**src/rtl/jip_cfg.svh**
```systemverilog
// constants of the jtag instruction port: opcodes, capture pattern, timing
// assumes a 20 MHz system clock and a jtag link sampled by it
`ifndef JIP_CFG_SVH
`define JIP_CFG_SVH

`define JIP_IR_LEN        8
`define JIP_DR_LEN        32
`define JIP_BSR_LEN       16
`define JIP_OP_BYPASS     8'hff
`define JIP_OP_SAMPLE     8'h01
`define JIP_OP_EXTEST     8'h00
`define JIP_OP_CLAMP      8'hfa
`define JIP_OP_FLOAT      8'hfc
`define JIP_OP_IDENT      8'hfe
`define JIP_OP_USER       8'hfd
`define JIP_OP_RELOAD     8'hee
`define JIP_CAP_HI        3'h0
`define JIP_CAP_B2        1'h0
`define JIP_CAP_LO        2'h1
// arbitrary neutral identity value, lsb one
`define JIP_IDENT_WORD    32'h0a5a5001
`define JIP_USER_BLANK    32'hffffffff
`define JIP_CLK_NS        50
`define JIP_RELOAD_MIN_NS 300
`define JIP_RELOAD_MAX_NS 500
`define JIP_RELOAD_CYC    ((`JIP_RELOAD_MIN_NS + `JIP_RELOAD_MAX_NS) / 2 / `JIP_CLK_NS)

`endif

```
**src/rtl/jip_pkg.sv**
```systemverilog
// types of the jtag instruction port
// assumes nothing beyond the constants header
package jip_pkg;
    typedef enum logic [3:0] {
        TAP_RESET, TAP_IDLE, TAP_SEL_DR, TAP_CAP_DR, TAP_SH_DR, TAP_EX1_DR, TAP_PAU_DR, TAP_EX2_DR,
        TAP_UPD_DR, TAP_SEL_IR, TAP_CAP_IR, TAP_SH_IR, TAP_EX1_IR, TAP_PAU_IR, TAP_EX2_IR, TAP_UPD_IR
    } jip_tap_t;
    typedef enum logic [2:0] {
        SEL_BYPASS, SEL_BOUNDARY, SEL_IDENT, SEL_USER
    } jip_sel_t;
endpackage

```
**src/rtl/jip_link_if.sv**
```systemverilog
// synchronised jtag link events passed from the pin sampler to the port logic
// assumes both ends run on the same system clock
`timescale 1ns/1ns
`default_nettype none
interface jip_link_if;
    logic tck_rise;
    logic tck_fall;
    logic tms;
    logic tdi;
    logic oe_reset_n;
    modport src (output tck_rise, output tck_fall, output tms, output tdi, output oe_reset_n);
    modport dst (input tck_rise, input tck_fall, input tms, input tdi, input oe_reset_n);
endinterface
`default_nettype wire

```
**src/rtl/jip_pin_sync.sv**
```systemverilog
// two-stage synchronisers for the link pins and tck edge detection
// assumes pins are asynchronous to clk
`timescale 1ns/1ns
`default_nettype none
module jip_pin_sync
    import jip_pkg::*;
(
    input  wire logic clk,
    input  wire logic srst,
    input  wire logic tck,
    input  wire logic tms,
    input  wire logic tdi,
    input  wire logic oe_reset_n,
    jip_link_if.src   link
);
    logic [3:0] meta_reg;
    logic [3:0] sync_reg;
    logic       tck_old_reg;
    logic [3:0] meta_next;
    logic [3:0] sync_next;
    logic       tck_old_next;

    always_comb begin
        meta_next    = {oe_reset_n, tdi, tms, tck};
        sync_next    = meta_reg;
        tck_old_next = sync_reg[0];
        // idle pin levels: tck low, the rest high, so no false edge after reset
        if (srst) begin
            meta_next    = 4'he;
            sync_next    = 4'he;
            tck_old_next = 1'b0;
        end
    end

    always_ff @(posedge clk) begin
        meta_reg    <= meta_next;
        sync_reg    <= sync_next;
        tck_old_reg <= tck_old_next;
    end

    assign link.tck_rise   = sync_reg[0] & ~tck_old_reg;
    assign link.tck_fall   = ~sync_reg[0] & tck_old_reg;
    assign link.tms        = sync_reg[1];
    assign link.tdi        = sync_reg[2];
    assign link.oe_reset_n = sync_reg[3];
endmodule // jip_pin_sync
`default_nettype wire

```
**src/rtl/jip_port.sv**
```systemverilog
// jtag instruction port: tap controller, instruction and data registers,
// read lock, reload pulse and output float/clamp control
// assumes programming engine status arrives on clk; pins arrive asynchronously
`timescale 1ns/1ns
`include "jip_cfg.svh"
`default_nettype none
module jip_port
    import jip_pkg::*;
(
    input  wire logic                    clk,
    input  wire logic                    srst,
    input  wire logic                    tck,
    input  wire logic                    tms,
    input  wire logic                    tdi,
    input  wire logic                    oe_reset_n,
    input  wire logic                    isp_active,
    input  wire logic                    lock_program,
    input  wire logic                    full_erase,
    input  wire logic                    user_word_valid,
    input  wire logic [31:0]             user_word,
    input  wire logic [`JIP_BSR_LEN-1:0] pins_in,
    output logic                         tdo,
    output logic                         tdo_oe_n,
    output logic                         target_reload_n,
    output logic                         target_reload_oe_n,
    output logic                         outputs_float,
    output logic                         outputs_clamp,
    output logic [`JIP_BSR_LEN-1:0]      boundary_out,
    output logic                         boundary_drive,
    output logic                         read_permit,
    output logic                         program_permit,
    output logic                         isp_ready
);
    jip_link_if link ();

    jip_pin_sync u_sync (
        .clk        (clk),
        .srst       (srst),
        .tck        (tck),
        .tms        (tms),
        .tdi        (tdi),
        .oe_reset_n (oe_reset_n),
        .link       (link.src)
    );

    ////////////////////////////////////////////////////////////////////////
    // state
    jip_tap_t                tap_reg,     tap_next;
    logic [`JIP_IR_LEN-1:0]  ir_sh_reg,   ir_sh_next;
    logic [`JIP_IR_LEN-1:0]  instruction_reg, instruction_next;
    logic [`JIP_DR_LEN-1:0]  dr_reg,      dr_next;
    logic [`JIP_BSR_LEN-1:0] bsr_reg,     bsr_next;
    logic                    tdo_reg,     tdo_next;
    logic                    tdo_oe_n_reg, tdo_oe_n_next;
    logic                    lock_reg,    lock_next;
    logic                    rst_seen_reg, rst_seen_next;
    logic [3:0]              pulse_cnt_reg, pulse_cnt_next;
    logic                    reload_oe_n_reg, reload_oe_n_next;
    logic                    float_reg,   float_next;
    logic                    clamp_reg,   clamp_next;
    logic                    drive_reg,   drive_next;
    jip_sel_t                sel;

    ////////////////////////////////////////////////////////////////////////
    // instruction decode
    always_comb begin
        case (instruction_reg)
            `JIP_OP_SAMPLE, `JIP_OP_EXTEST: sel = SEL_BOUNDARY;
            `JIP_OP_IDENT:                  sel = SEL_IDENT;
            `JIP_OP_USER:                   sel = SEL_USER;
            default:                        sel = SEL_BYPASS;
        endcase
    end

    ////////////////////////////////////////////////////////////////////////
    // tap controller and shift paths
    always_comb begin
        tap_next         = tap_reg;
        ir_sh_next       = ir_sh_reg;
        instruction_next = instruction_reg;
        dr_next          = dr_reg;
        bsr_next         = bsr_reg;
        tdo_next         = tdo_reg;
        tdo_oe_n_next    = tdo_oe_n_reg;
        if (link.tck_rise) begin
            case (tap_reg)
                TAP_RESET:  tap_next = link.tms ? TAP_RESET  : TAP_IDLE;
                TAP_IDLE:   tap_next = link.tms ? TAP_SEL_DR : TAP_IDLE;
                TAP_SEL_DR: tap_next = link.tms ? TAP_SEL_IR : TAP_CAP_DR;
                TAP_CAP_DR: tap_next = link.tms ? TAP_EX1_DR : TAP_SH_DR;
                TAP_SH_DR:  tap_next = link.tms ? TAP_EX1_DR : TAP_SH_DR;
                TAP_EX1_DR: tap_next = link.tms ? TAP_UPD_DR : TAP_PAU_DR;
                TAP_PAU_DR: tap_next = link.tms ? TAP_EX2_DR : TAP_PAU_DR;
                TAP_EX2_DR: tap_next = link.tms ? TAP_UPD_DR : TAP_SH_DR;
                TAP_UPD_DR: tap_next = link.tms ? TAP_SEL_DR : TAP_IDLE;
                TAP_SEL_IR: tap_next = link.tms ? TAP_RESET  : TAP_CAP_IR;
                TAP_CAP_IR: tap_next = link.tms ? TAP_EX1_IR : TAP_SH_IR;
                TAP_SH_IR:  tap_next = link.tms ? TAP_EX1_IR : TAP_SH_IR;
                TAP_EX1_IR: tap_next = link.tms ? TAP_UPD_IR : TAP_PAU_IR;
                TAP_PAU_IR: tap_next = link.tms ? TAP_EX2_IR : TAP_PAU_IR;
                TAP_EX2_IR: tap_next = link.tms ? TAP_UPD_IR : TAP_SH_IR;
                TAP_UPD_IR: tap_next = link.tms ? TAP_SEL_DR : TAP_IDLE;
                default:    tap_next = TAP_RESET;
            endcase
            case (tap_reg)
                TAP_RESET: instruction_next = `JIP_OP_IDENT;
                TAP_CAP_IR: begin
                    ir_sh_next = {`JIP_CAP_HI, isp_active, lock_reg,
                                  `JIP_CAP_B2, `JIP_CAP_LO};
                end
                TAP_SH_IR: ir_sh_next = {link.tdi, ir_sh_reg[`JIP_IR_LEN-1:1]};
                TAP_UPD_IR: instruction_next = ir_sh_reg;
                TAP_CAP_DR: begin
                    case (sel)
                        SEL_IDENT: dr_next = `JIP_IDENT_WORD;
                        SEL_USER: begin
                            // locked parts read back ones, hiding stored data
                            if (lock_reg || !user_word_valid) begin
                                dr_next = `JIP_USER_BLANK;
                            end else begin
                                dr_next = user_word;
                            end
                        end
                        SEL_BOUNDARY: dr_next = {{(`JIP_DR_LEN-`JIP_BSR_LEN){1'b0}}, pins_in};
                        default: dr_next = '0;
                    endcase
                end
                TAP_SH_DR: begin
                    case (sel)
                        SEL_IDENT, SEL_USER: dr_next = {link.tdi, dr_reg[`JIP_DR_LEN-1:1]};
                        SEL_BOUNDARY: dr_next = {{(`JIP_DR_LEN-`JIP_BSR_LEN){1'b0}},
                                                 link.tdi, dr_reg[`JIP_BSR_LEN-1:1]};
                        default: dr_next = {{(`JIP_DR_LEN-1){1'b0}}, link.tdi};
                    endcase
                end
                TAP_UPD_DR: begin
                    if (sel == SEL_BOUNDARY) begin
                        bsr_next = dr_reg[`JIP_BSR_LEN-1:0];
                    end
                end
                default: ;
            endcase
        end
        if (link.tck_fall) begin
            tdo_oe_n_next = 1'b1;
            if (tap_reg == TAP_SH_IR) begin
                tdo_next      = ir_sh_reg[0];
                tdo_oe_n_next = 1'b0;
            end else if (tap_reg == TAP_SH_DR) begin
                tdo_next      = dr_reg[0];
                tdo_oe_n_next = 1'b0;
            end
        end
        if (srst) begin
            tap_next         = TAP_RESET;
            ir_sh_next       = '0;
            instruction_next = `JIP_OP_IDENT;
            dr_next          = '0;
            bsr_next         = '0;
            tdo_next         = 1'b1;
            tdo_oe_n_next    = 1'b1;
        end
    end

    always_ff @(posedge clk) begin
        tap_reg         <= tap_next;
        ir_sh_reg       <= ir_sh_next;
        instruction_reg <= instruction_next;
        dr_reg          <= dr_next;
        bsr_reg         <= bsr_next;
        tdo_reg         <= tdo_next;
        tdo_oe_n_reg    <= tdo_oe_n_next;
    end

    ////////////////////////////////////////////////////////////////////////
    // lock, reload pulse, output control
    always_comb begin
        lock_next        = lock_reg;
        rst_seen_next    = rst_seen_reg;
        pulse_cnt_next   = pulse_cnt_reg;
        reload_oe_n_next = 1'b1;
        if (full_erase) begin
            lock_next = 1'b0;
        end
        if (lock_program) begin
            lock_next = 1'b1;
        end
        if (!isp_active) begin
            rst_seen_next = 1'b0;
        end else if (!link.oe_reset_n) begin
            rst_seen_next = 1'b1;
        end
        if (pulse_cnt_reg != 4'h0) begin
            pulse_cnt_next   = pulse_cnt_reg - 4'h1;
            reload_oe_n_next = 1'b0;
        end else if (link.tck_rise && tap_reg == TAP_UPD_IR && ir_sh_reg == `JIP_OP_RELOAD) begin
            pulse_cnt_next = 4'(`JIP_RELOAD_CYC);
        end
        float_next = isp_active || instruction_reg == `JIP_OP_FLOAT;
        clamp_next = instruction_reg == `JIP_OP_CLAMP;
        drive_next = instruction_reg == `JIP_OP_EXTEST || clamp_next;
        if (srst) begin
            lock_next        = 1'b0;
            rst_seen_next    = 1'b0;
            pulse_cnt_next   = 4'h0;
            reload_oe_n_next = 1'b1;
            float_next       = 1'b0;
            clamp_next       = 1'b0;
            drive_next       = 1'b0;
        end
    end

    always_ff @(posedge clk) begin
        lock_reg        <= lock_next;
        rst_seen_reg    <= rst_seen_next;
        pulse_cnt_reg   <= pulse_cnt_next;
        reload_oe_n_reg <= reload_oe_n_next;
        float_reg       <= float_next;
        clamp_reg       <= clamp_next;
        drive_reg       <= drive_next;
    end

    ////////////////////////////////////////////////////////////////////////
    // outputs
    assign tdo                = tdo_reg;
    assign tdo_oe_n           = tdo_oe_n_reg;
    assign target_reload_n    = 1'b0;
    assign target_reload_oe_n = reload_oe_n_reg;
    assign outputs_float      = float_reg;
    assign outputs_clamp      = clamp_reg;
    assign boundary_out       = bsr_reg;
    assign boundary_drive     = drive_reg;
    assign read_permit        = ~lock_reg;
    assign program_permit     = rst_seen_reg;
    assign isp_ready          = rst_seen_reg;
endmodule // jip_port
`default_nettype wire

```
**config.mk**
```make
export PLATFORM = sky130hd
export DESIGN_NAME = jip_port
export DESIGN_NICKNAME = d
export VERILOG_FILES = /design/src/rtl/jip_pkg.sv /design/src/rtl/jip_link_if.sv /design/src/rtl/jip_pin_sync.sv /design/src/rtl/jip_port.sv
export VERILOG_INCLUDE_DIRS = /design/src /design/src/rtl
export SDC_FILE = /design/constraint.sdc
export NUM_CORES = 1
export LEC_CHECK = 0
export ABC_CLOCK_PERIOD_IN_PS = 4800
export BUFFER_PORTS_ARGS = -buffer_cell sky130_fd_sc_hd__buf_4
export CAP_MARGIN = 20
export CORE_MARGIN = 3
export CORE_UTILIZATION = 50
export DETAILED_ROUTE_END_ITERATION = 6
export PLACE_DENSITY = 0.74
export SLEW_MARGIN = 20
export SYNTH_ARGS = -nofsm -noshare
export SYNTH_HDL_FRONTEND = slang
export SYNTH_HIERARCHICAL = 1
export SYNTH_SLANG_ARGS = --single-unit
```
**constraint.sdc**
```tcl
create_clock -name clk -period 4.8 [get_ports clk]
set_clock_uncertainty 0.05 [all_clocks]
set_input_delay 0.72 -clock clk [delete_from_list [all_inputs] [get_ports clk]]
set_output_delay 0.72 -clock clk [all_outputs]
set_load 0.01 [all_outputs]
```
==> results of run 1 <==
-- critical path: cells and delay by family, from the launching register on --
kind             cells  cell delay, ns
AO/OA/AOI/OAI        2            0.51
flip-flops           1            0.87
AND/OR/NAND/NOR      2            1.09
-- stage by stage --
stage               total power [uW]  hold slack, ns  utilization, %  setup slack [ns]
global placement               867.5          0.3393           59.52             2.071
detailed placement             868.7          0.3414           59.52             1.971
floorplan                      818.9          0.3332               -             2.999
finish                          1422          0.3616           62.45             2.192
global route                    1471          0.3823           62.45             1.816
CTS                             1428          0.3629           62.31             1.965
-- cell usage after synthesis, types with 2 or more instances --
library cell  number  area (sq um)
nor2b_1           10         62.56
a22oi_1           11         82.58
and3_1             2         12.51
a311oi_1          12         105.1
dfxtp_1           89          1782
inv_1              7         26.28
or2_2              3         18.77
o211ai_1           5         37.54
a221oi_1           3         26.28
nand4_1            4         25.02
buf_2              6         30.03
o21a_1             2         15.01
a211oi_1           3         22.52
o21ai_0           28         140.1
mux2_2             2         22.52
clkbuf_1          25         93.84
o221ai_1           6         52.55
mux2i_1           18         180.2
nand3_1            8         40.04
a311o_1            2         20.02
and4_1             2         17.52
nor2_1            64         240.2
or3_1              2         12.51
nor3_1             8         40.04
nand2_1           53         198.9
a31o_1             2         17.52
nor3b_1            5         37.54
buf_6              3         33.78
a21oi_1           34         170.2
or2_1              8         50.05
nand2b_1          10         62.56
nor4_1             7         43.79
and3b_1            2         17.52
buf_1              3         11.26
o22ai_1           18         112.6
a21o_1             2         15.01
buf_4              3         22.52
-- per-layer routing --
layer	GRT usage (%)	wire length (microns)	vias to the layer above
li1	-	-	1861
met1	31.77	4720	1728
met2	32.03	4521	120
met3	4.535	544	12
met4	9.005	156	0
met5	0	0	-
-- power by group --
part           total, uW  internal, uW  leakage, uW  switching (uW)
registers            761           749     0.000720            11.7
clock network        570           296     0.000107             274
logic               91.1          49.6      0.00115            41.6
-- path summary, 6_finish.rpt --
check                                           to  slack, ns  depth (start not counted)          startpoint
worst max-delay path                     dr_reg[9]       2.19                          4          tap_reg[0]
worst min-delay path            u_sync/sync_reg[3]       0.36                          1  u_sync/meta_reg[3]
worst min register to register  u_sync/sync_reg[3]       0.36                          1  u_sync/meta_reg[3]
worst max register to register           dr_reg[9]       2.19                          4          tap_reg[0]
-- area by class of cell --
type / count / area share [%]
flip-flops and latches: 89 / 36.54
inverters: 7 / 0.5389
well taps: 102 / 2.617
clock buffers: 10 / 2.617
repair buffers: 85 / 13.16
multi-input cells: 353 / 42.67
clock inverters: 6 / 1.848
-- cell families (layout without fill, tap and decap cells) --
group / after synthesis / after routing / synth area share [%]
AND/OR/NAND/NOR: 196 / 196 / 24.05
AO/OA/AOI/OAI: 135 / 135 / 21.59
flip-flops: 89 / 89 / 43.73
buffers and inverters: 47 / 108 / 5.344
multiplexers: 20 / 20 / 4.975
other: 1 / 1 / 0.09205
XOR/XNOR: 1 / 1 / 0.2150
==> key figures, run 1 <==
Outcome
  • Status: finished clean

Drt
  • Routed WL: 9943 microns
  • ANT nets after route: 0
  • Mean routed wirelength per cell: 15.25 microns
  • DRT iter0 DRCs: 278
  • DR vias: 3,721
  • DRT Pass-1 Iters: 5
  • Vias per inst: 5.707
  • Residual DRC: 0

Power
  • Leakage: 0.001977 uW
  • Power per cell area: 291.6 nW/um^2
  • Peak supply drop: 0.2078 mV

Clock tree
  • Clock-pin slew on the worst setup and hold paths: 0.10 ns
  • # Post-CTS Setup Buffers: 0
  • CTS-repair resized insts: 0
  • Bufs on Longest Clock Path: 2
  • CTS H-tree lvls: 3
  • TritonCTS clock tree: done
  • Sink Count: 89
  • Clock root buffer: clkbuf_8
  • TritonCTS Buffers: 9
  • Hold-fix buffers, CTS: 0
  • Worst-skew pair later-pin latency: 0.37 ns

Finish
  • Share of cells above drive strength 1: 20.18%
  • Most common cell after layout, fill and taps aside: dfxtp_1
  • Area of the multi-input gates: 2081 sq um
  • Max reg flops: 32
  • Final std cells w/o fill: 652
  • Commonest cells after routing, fill and taps aside: dfxtp_1 (89), buf_4 (84), nor2_1 (64), nand2_1 (53), a21oi_1 (34)
  • Nets: 603
  • Area Growth Syn to Fin: 19.69%
  • Fillers: 681
  • Design Area, Final: 4876 sq um
  • N_diodes: 0
  • Sequential cell area: 1782 sq um

Min path
  • Worst min-delay path class: flop to flop

Floorplanning
  • # IOs: 84
  • Die X: 96.27 microns
  • Die height: 96.27 microns
  • Core Box Area: 7807 sq um
  • Starting Density: 52.18%
  • Rows: 32
  • Area of the die: 9267 sq um

Placed design
  • IO Port Bufs: 82
  • Placed cell count: 635
  • Post-DP HPWL: 6788 microns
  • GPL Wtd Cong: 0.8300
  • Placed cell area: 4647 sq um

Logic synthesis
  • Gate Count Post-Synth: 489
  • Yosys cell types: 54
  • Syn Nets: 547
  • Post-Syn Area: 4074 sq um
  • Asr flop ratio synth: 0%
  • FF+latch count, synth: 89
  • Syn_area_per_cell: 8.331 sq um
  • Sequential cell area fraction in the yosys report: 43.73%
  • Post-synth EDFFs: 0
  • Yosys warnings: 6
  • Main flop type after synthesis: dfxtp_1

Timing
  • Tightest Pin Transition: 0.9022 ns
  • Setup TNS: 0 ns
  • Tmin final: 2.608 ns
  • Slew margin rel.: 39.35%
  • Final hold viol count: 0
  • Final setup fails: 0
  • RSZ-0062 raised after global routing: false
  • Tcrit/Tclk final: 54.33%
  • Fmax: 383.4 MHz
  • Slew Limit Fails: 0

Worst setup path
  • CP Capture Type: flop
  • Startpoint type of the worst setup path: flop
  • Required time worst endpoint: 5.03 ns
  • WP data arrival: 2.84 ns
  • CP max stage delay: 0.87 ns
  • Crit Path Max Fanout: 26
  • Slowest cell on the critical path: dfxtp_1
  • Cell breakdown of the critical path: nor4b_4 > nor4_2 > o21ai_0 > a311oi_1
  • Kind of critical path: flop to flop

Global route
  • Largest net degree at the start of global routing: 85
  • Total gr overflow: 0
  • First-pass GRT wire length: 16,080 microns
  • Global-route usage over all layers: 22.11%
  • Initial antenna violation count: 0
  • Vias in the first global route: 3,357

Flow run
  • Max Cap Viol: 0
Power figures use the tool's default switching activity.
==> run 2: changes to the inputs <==
- ABC_CLOCK_PERIOD_IN_PS: 4800 -> 2600
- clock period: 4.8 -> 2.6 ns (I/O delays scaled with it)
==> run 2 against run 1 <==
Utilization is 0.53 points higher. Worst hold slack worse by 0.20 ns. Final area is 0.85% higher. Global-route usage is 0.31 points lower. Die area stayed put. Clock power is 81% higher. Register-to-register slack worse by 1.9 ns. Setup slack worse by 1.9 ns. Non-clock buffer count is 6 higher. First-iteration DRC count is 16% lower. Critical endpoint is now dr_reg[22].
==> key figures, run 2 (same netlist as run 1, synthesis figures left out) <==
Clock tree
  • Worst-skew pair later-pin latency: 0.35 ns (-0.02 ns)
  • TritonCTS Buffers: 9 (unchanged)
  • Sink Count: 89 (unchanged)
  • CTS-repair resized insts: 0 (unchanged)
  • Clock-pin slew on the worst setup and hold paths: 0.09 ns (about the same)
  • Hold-fix buffers, CTS: 0 (unchanged)
  • CTS H-tree lvls: 3 (unchanged)
  • Clock root buffer: clkbuf_8
  • TritonCTS clock tree: done
  • Bufs on Longest Clock Path: 2 (unchanged)
  • # Post-CTS Setup Buffers: 0 (unchanged)

Drt
  • Mean routed wirelength per cell: 15.31 microns (+0.42%)
  • Residual DRC: 0 (unchanged)
  • DR vias: 3,782 (+1.6%)
  • DRT Pass-1 Iters: 6 (+1)
  • ANT nets after route: 0 (unchanged)
  • DRT iter0 DRCs: 233 (-16%)
  • Routed WL: 10,080 microns (+1.3%)
  • Vias per inst: 5.748 (+0.71%)

Worst setup path
  • WP data arrival: 2.58 ns (-0.26 ns)
  • Required time worst endpoint: 2.85 ns (-2.18 ns)
  • Slowest cell on the critical path: dfxtp_1
  • CP max stage delay: 0.63 ns (-0.24 ns)
  • Crit path max-delay family: simple AND/OR/NAND/NOR gates
  • Crit Path Max Fanout: 17 (-35%)
  • Cell breakdown of the critical path: nor3b_1 > o21ai_2 > nor3_1 > o221ai_1 > nand2_1
  • Startpoint type of the worst setup path: flop
  • WP buf/inv: 0 (unchanged)
  • Kind of critical path: flop to flop
  • CP Capture Type: flop

Global route
  • Vias in the first global route: 3,370 (+0.39%)
  • Total gr overflow: 0 (unchanged)
  • First-pass GRT wire length: 15,970 microns (-0.73%)
  • Global-route usage over all layers: 21.80% (-0.31 points)
  • Initial antenna violation count: 0 (unchanged)
  • Largest net degree at the start of global routing: 85 (unchanged)

Timing
  • Hold WS: 0.1588 ns (-0.2028 ns)
  • Slew Limit Fails: 0 (unchanged)
  • Slew margin rel.: 46.44% (+7.1 points)
  • Tcrit/Tclk final: 89.58% (+35 points)
  • Fmax: 429.3 MHz (+12%)
  • Setup TNS: 0 ns (unchanged)
  • Tightest Pin Transition: 0.8034 ns (-0.09876 ns)
  • Tmin final: 2.329 ns (-0.2789 ns)
  • Final setup fails: 0 (unchanged)
  • RSZ-0062 raised after global routing: false
  • Final hold viol count: 0 (unchanged)

Power
  • Power per cell area: 529.9 nW/um^2 (+82%)
  • Leakage: 0.002007 uW (+1.6%)
  • Peak supply drop: 0.3031 mV (+46%)

Finish
  • Most common cell after layout, fill and taps aside: buf_4
  • Max reg flops: 32 (unchanged)
  • N_diodes: 0 (unchanged)
  • Nets: 609 (+1.0%)
  • Commonest cells after routing, fill and taps aside: buf_4 (91), dfxtp_1 (89), nor2_1 (64), nand2_1 (53), a21oi_1 (34)
  • Share of cells above drive strength 1: 21.04% (+0.86 points)
  • Area Growth Syn to Fin: 20.70%
  • Fillers: 688 (+1.0%)

Min path
  • Worst min-delay path class: input pin to flop

Flow run
  • Max Cap Viol: 0 (unchanged)

Floorplanning
  • Starting Density: 52.18% (unchanged)
  • # IOs: 84 (unchanged)
  • Die height: 96.27 microns (unchanged)
  • Rows: 32 (unchanged)
  • Core Box Area: 7807 sq um (unchanged)
  • Die X: 96.27 microns (unchanged)
  • Area of the die: 9267 sq um (unchanged)

Placed design
  • Post-DP HPWL: 6983 microns (+2.9%)
  • IO Port Bufs: 82 (unchanged)
  • GPL Wtd Cong: 0.8046 (-3.1%)

Outcome
  • Status: finished clean
==> run 2: cell types whose count changed in the layout (fill, tap and decap cells not counted) <==
cell | previous run | this run
buf_4 | 84 | 91
buf_6 | 1 | 0
clkinv_4 | 0 | 1
inv_6 | 2 | 1
==> run 2: path summary, 6_finish.rpt <==
path,from,end,slack [ns],cells after the start
max,tap_reg[2],dr_reg[22],0.27,5
min,tdi,u_sync/meta_reg[2],0.16,2
max reg2reg,tap_reg[2],dr_reg[22],0.27,5
min reg2reg,u_sync/meta_reg[2],u_sync/sync_reg[2],0.36,1
==> run 2: through the flow <==
stage	cells	area, sq um	utilization (%)	worst slack [ns]	power (uW)
after floorplan	489	4074	-	0.7991	1512
after detailed placement	642	4700	60.19	0.2882	1607
final	658	4917	62.98	0.2708	2606
after global placement	642	4700	60.19	0.3796	1604
after CTS	658	4917	62.98	0.2809	2622
after global routing	658	4917	62.98	0.09783	2702
==> run 2: final cells by class <==
class	instances	area, sq um	area share [%]
timing repair buffer	91	683.2	13.89
clock inverter	6	90.09	1.832
tap	102	127.6	2.595
clock buffer	10	127.6	2.595
sequential	89	1782	36.23
inverter	7	26.28	0.5344
multi-input combinational	353	2081	42.32
==> run 2: power by group <==
part | internal [uW] | total, uW | switching [uW]
Clock | 545 | 1030 | 485
Combinational | 93.1 | 172 | 79.3
Sequential | 1380 | 1400 | 19.8
Total | 2020 | 2610 | 584
==> run 2: per-layer routing <==
layer  part of all wire (%)  GRT usage (%)  wire, microns  up-vias
met5                      0              0              0        -
met4                   0.95          5.095             96        0
met3                    6.2          4.769            624       12
met2                     46          33.81           4671      130
met1                     46          30.85           4684     1770
li1                       -              -              -     1870
==> run 3: changes to the inputs <==
- CELL_PAD_IN_SITES_DETAIL_PLACEMENT: unset -> 1
- CELL_PAD_IN_SITES_GLOBAL_PLACEMENT: unset -> 1
- CORE_UTILIZATION: 50 -> 40
- GPL_ROUTABILITY_DRIVEN: unset -> 0
- PLACE_DENSITY: 0.74 -> unset
- PLACE_DENSITY_LB_ADDON: unset -> 0.1
==> run 3 against run 2 <==
Sequential power barely moved. Largest power group unchanged. Total power is 2.8% lower. Cell count is 5.0% higher.
==> key figures, run 3 (same netlist as run 1, synthesis figures left out) <==
Min path
  • Hold EP: u_sync/meta_reg[3]
  • Hold path cells: 2 (unchanged)
  • Min-delay src: oe_reset_n
  • Worst min-delay path class: input pin to flop

Floorplanning
  • Rows: 36 (+13%)
  • Starting Density: 41.49% (-11 points)
  • Die height: 106.9 microns (+11%)
  • # IOs: 84 (unchanged)
  • Die X: 106.9 microns (+11%)
  • Area of the die: 11,430 sq um (+23%)
  • Core Box Area: 9819 sq um (+26%)

Worst setup path
  • Cell breakdown of the critical path: nor4b_4 > nor2_1 > a21oi_1 > a311oi_1
  • R2R cell count: 4 (-1)
  • Crit path max-delay family: simple AND/OR/NAND/NOR gates
  • Kind of critical path: flop to flop
  • Startpoint type of the worst setup path: flop
  • CP max stage delay: 0.80 ns (+0.17 ns)
  • Required time worst endpoint: 2.82 ns (-0.03 ns)
  • WP data arrival: 2.52 ns (-0.06 ns)
  • Crit Path Max Fanout: 20 (+3)
  • Crit Reg-Reg Endpoint: dr_reg[3]
  • R2R Path Start: tap_reg[3]
  • WP buf/inv: 0 (unchanged)
  • CP Capture Type: flop
  • FF-to-FF setup slack: 0.30 ns (+0.03 ns)
  • Slowest cell on the critical path: dfxtp_1

Finish
  • Commonest cells after routing, fill and taps aside: buf_4 (93), dfxtp_1 (89), nor2_1 (64), nand2_1 (53), a21oi_1 (34)
  • Sequential cell area: 1782 sq um (unchanged)
  • Area Growth Syn to Fin: 21.41%
  • Share of cells above drive strength 1: 21.51% (+0.46 points)
  • Nets: 611 (+0.33%)
  • Most common cell after layout, fill and taps aside: buf_4
  • Max reg flops: 32 (unchanged)
  • N_diodes: 0 (unchanged)
  • Area of the multi-input gates: 2081 sq um (unchanged)
  • Fillers: 1,220 (+77%)

Clock tree
  • Hold-fix buffers, CTS: 0 (unchanged)
  • TritonCTS clock tree: done
  • # Post-CTS Setup Buffers: 0 (unchanged)
  • CTS-repair resized insts: 0 (unchanged)
  • TritonCTS Buffers: 9 (unchanged)
  • Clock-pin slew on the worst setup and hold paths: 0.11 ns (+0.02 ns)
  • CTS H-tree lvls: 3 (unchanged)
  • Sink Count: 89 (unchanged)
  • Worst-skew pair later-pin latency: 0.37 ns (+0.02 ns)
  • Clock root buffer: clkbuf_8
  • Bufs on Longest Clock Path: 2 (unchanged)

Drt
  • ANT nets after route: 0 (unchanged)
  • Residual DRC: 0 (unchanged)
  • DR vias: 3,839 (+1.5%)
  • Vias per inst: 5.556 (-3.3%)
  • Mean routed wirelength per cell: 16.94 microns (+11%)
  • DRT iter0 DRCs: 191 (-18%)
  • Routed WL: 11,710 microns (+16%)
  • DRT Pass-1 Iters: 4 (-2)

Timing
  • Setup TNS: 0 ns (unchanged)
  • Slew Limit Fails: 0 (unchanged)
  • Hold WS: 0.1497 ns (-0.009124 ns)
  • Final hold viol count: 0 (unchanged)
  • RSZ-0062 raised after global routing: false
  • Tcrit/Tclk final: 88.44% (-1.1 points)
  • Tmin final: 2.299 ns (-0.02980 ns)
  • Tightest Pin Transition: 0.8699 ns (+0.06644 ns)
  • Fmax: 434.9 MHz (+1.3%)
  • Slew margin rel.: 41.79% (-4.6 points)
  • Final setup fails: 0 (unchanged)

Placed design
  • IO Port Bufs: 82 (unchanged)
  • Post-DP HPWL: 8381 microns (+20%)

Global route
  • Vias in the first global route: 3,799 (+13%)
  • Total gr overflow: 0 (unchanged)
  • Largest net degree at the start of global routing: 85 (unchanged)
  • Initial antenna violation count: 0 (unchanged)
  • First-pass GRT wire length: 19,350 microns (+21%)
  • Global-route usage over all layers: 21.08% (-0.73 points)

Power
  • Leakage: 0.002010 uW (+0.14%)
  • Power per cell area: 512.1 nW/um^2 (-3.4%)
  • Peak supply drop: 0.2589 mV (-15%)

Flow run
  • Max Cap Viol: 0 (unchanged)

Outcome
  • Status: finished clean
-- run 3: cell count changes in the layout (fill, tap and decap cells not counted), sizes merged --
cell	change
clkbuf	-1
inv	+4
clkinvlp	-1
bufinv	-2
buf	+2
-- run 3: final cells by class --
cell class                 instances  share of cell area, %
tap                              133                  3.365
timing repair buffer              93                  14.12
inverter                           7                 0.5312
sequential                        89                  36.02
multi-input combinational        353                  42.07
clock buffer                       9                  2.504
clock inverter                     7                  1.391
-- run 3: worst register-to-register path, delay by kind of cell, from the launching register on --
kind	cells	cell delay [ns]
compound gates	2	0.50
simple gates	2	0.86
flops	1	0.80
-- run 3: how the worst max path moves through the flow --
| stage | from | endpoint | slack [ns] | cells after the start |
|---|---|---|---|---|
| 2_1_floorplan | tap_reg[1] | tdo | 0.80 | 7 |
| 3_5_place_dp | tap_reg[3] | dr_reg[8] | 0.29 | 4 |
| 5_1_grt | instruction_reg[3] | dr_reg[8] | 0.04 | 5 |
| 4_1_cts | tap_reg[3] | dr_reg[8] | 0.28 | 4 |
| 6_report | tap_reg[3] | dr_reg[3] | 0.30 | 4 |
| 3_3_place_gp | tap_reg[3] | dr_reg[13] | 0.47 | 4 |
-- run 3: power by group --
group          internal, uW  total (uW)  switching (uW)
clock network           378         951             573
registers              1380        1400            20.7
logic                  93.2         178            84.5
-- run 3: per-stage QoR --
step	util (%)	area [sq um]	instances	setup WS (ns)	total power (uW)
after CTS	50.37	4946	691	0.2768	2566
after global routing	50.37	4946	691	0.03666	2637
final	50.37	4946	691	0.3006	2533
after detailed placement	48.41	4753	675	0.2903	1614
after floorplan	-	4074	489	0.7991	1512
after global placement	48.41	4753	675	0.4667	1609
-- run 3: routing by layer --
layer / track usage [%] / vias to the layer above / wire, microns
li1: - / 1890 / -
met4: 6.758 / 0 / 80
met2: 34.53 / 86 / 5550
met3: 3.251 / 8 / 496
met1: 28.51 / 1855 / 5580
met5: 0 / - / 0
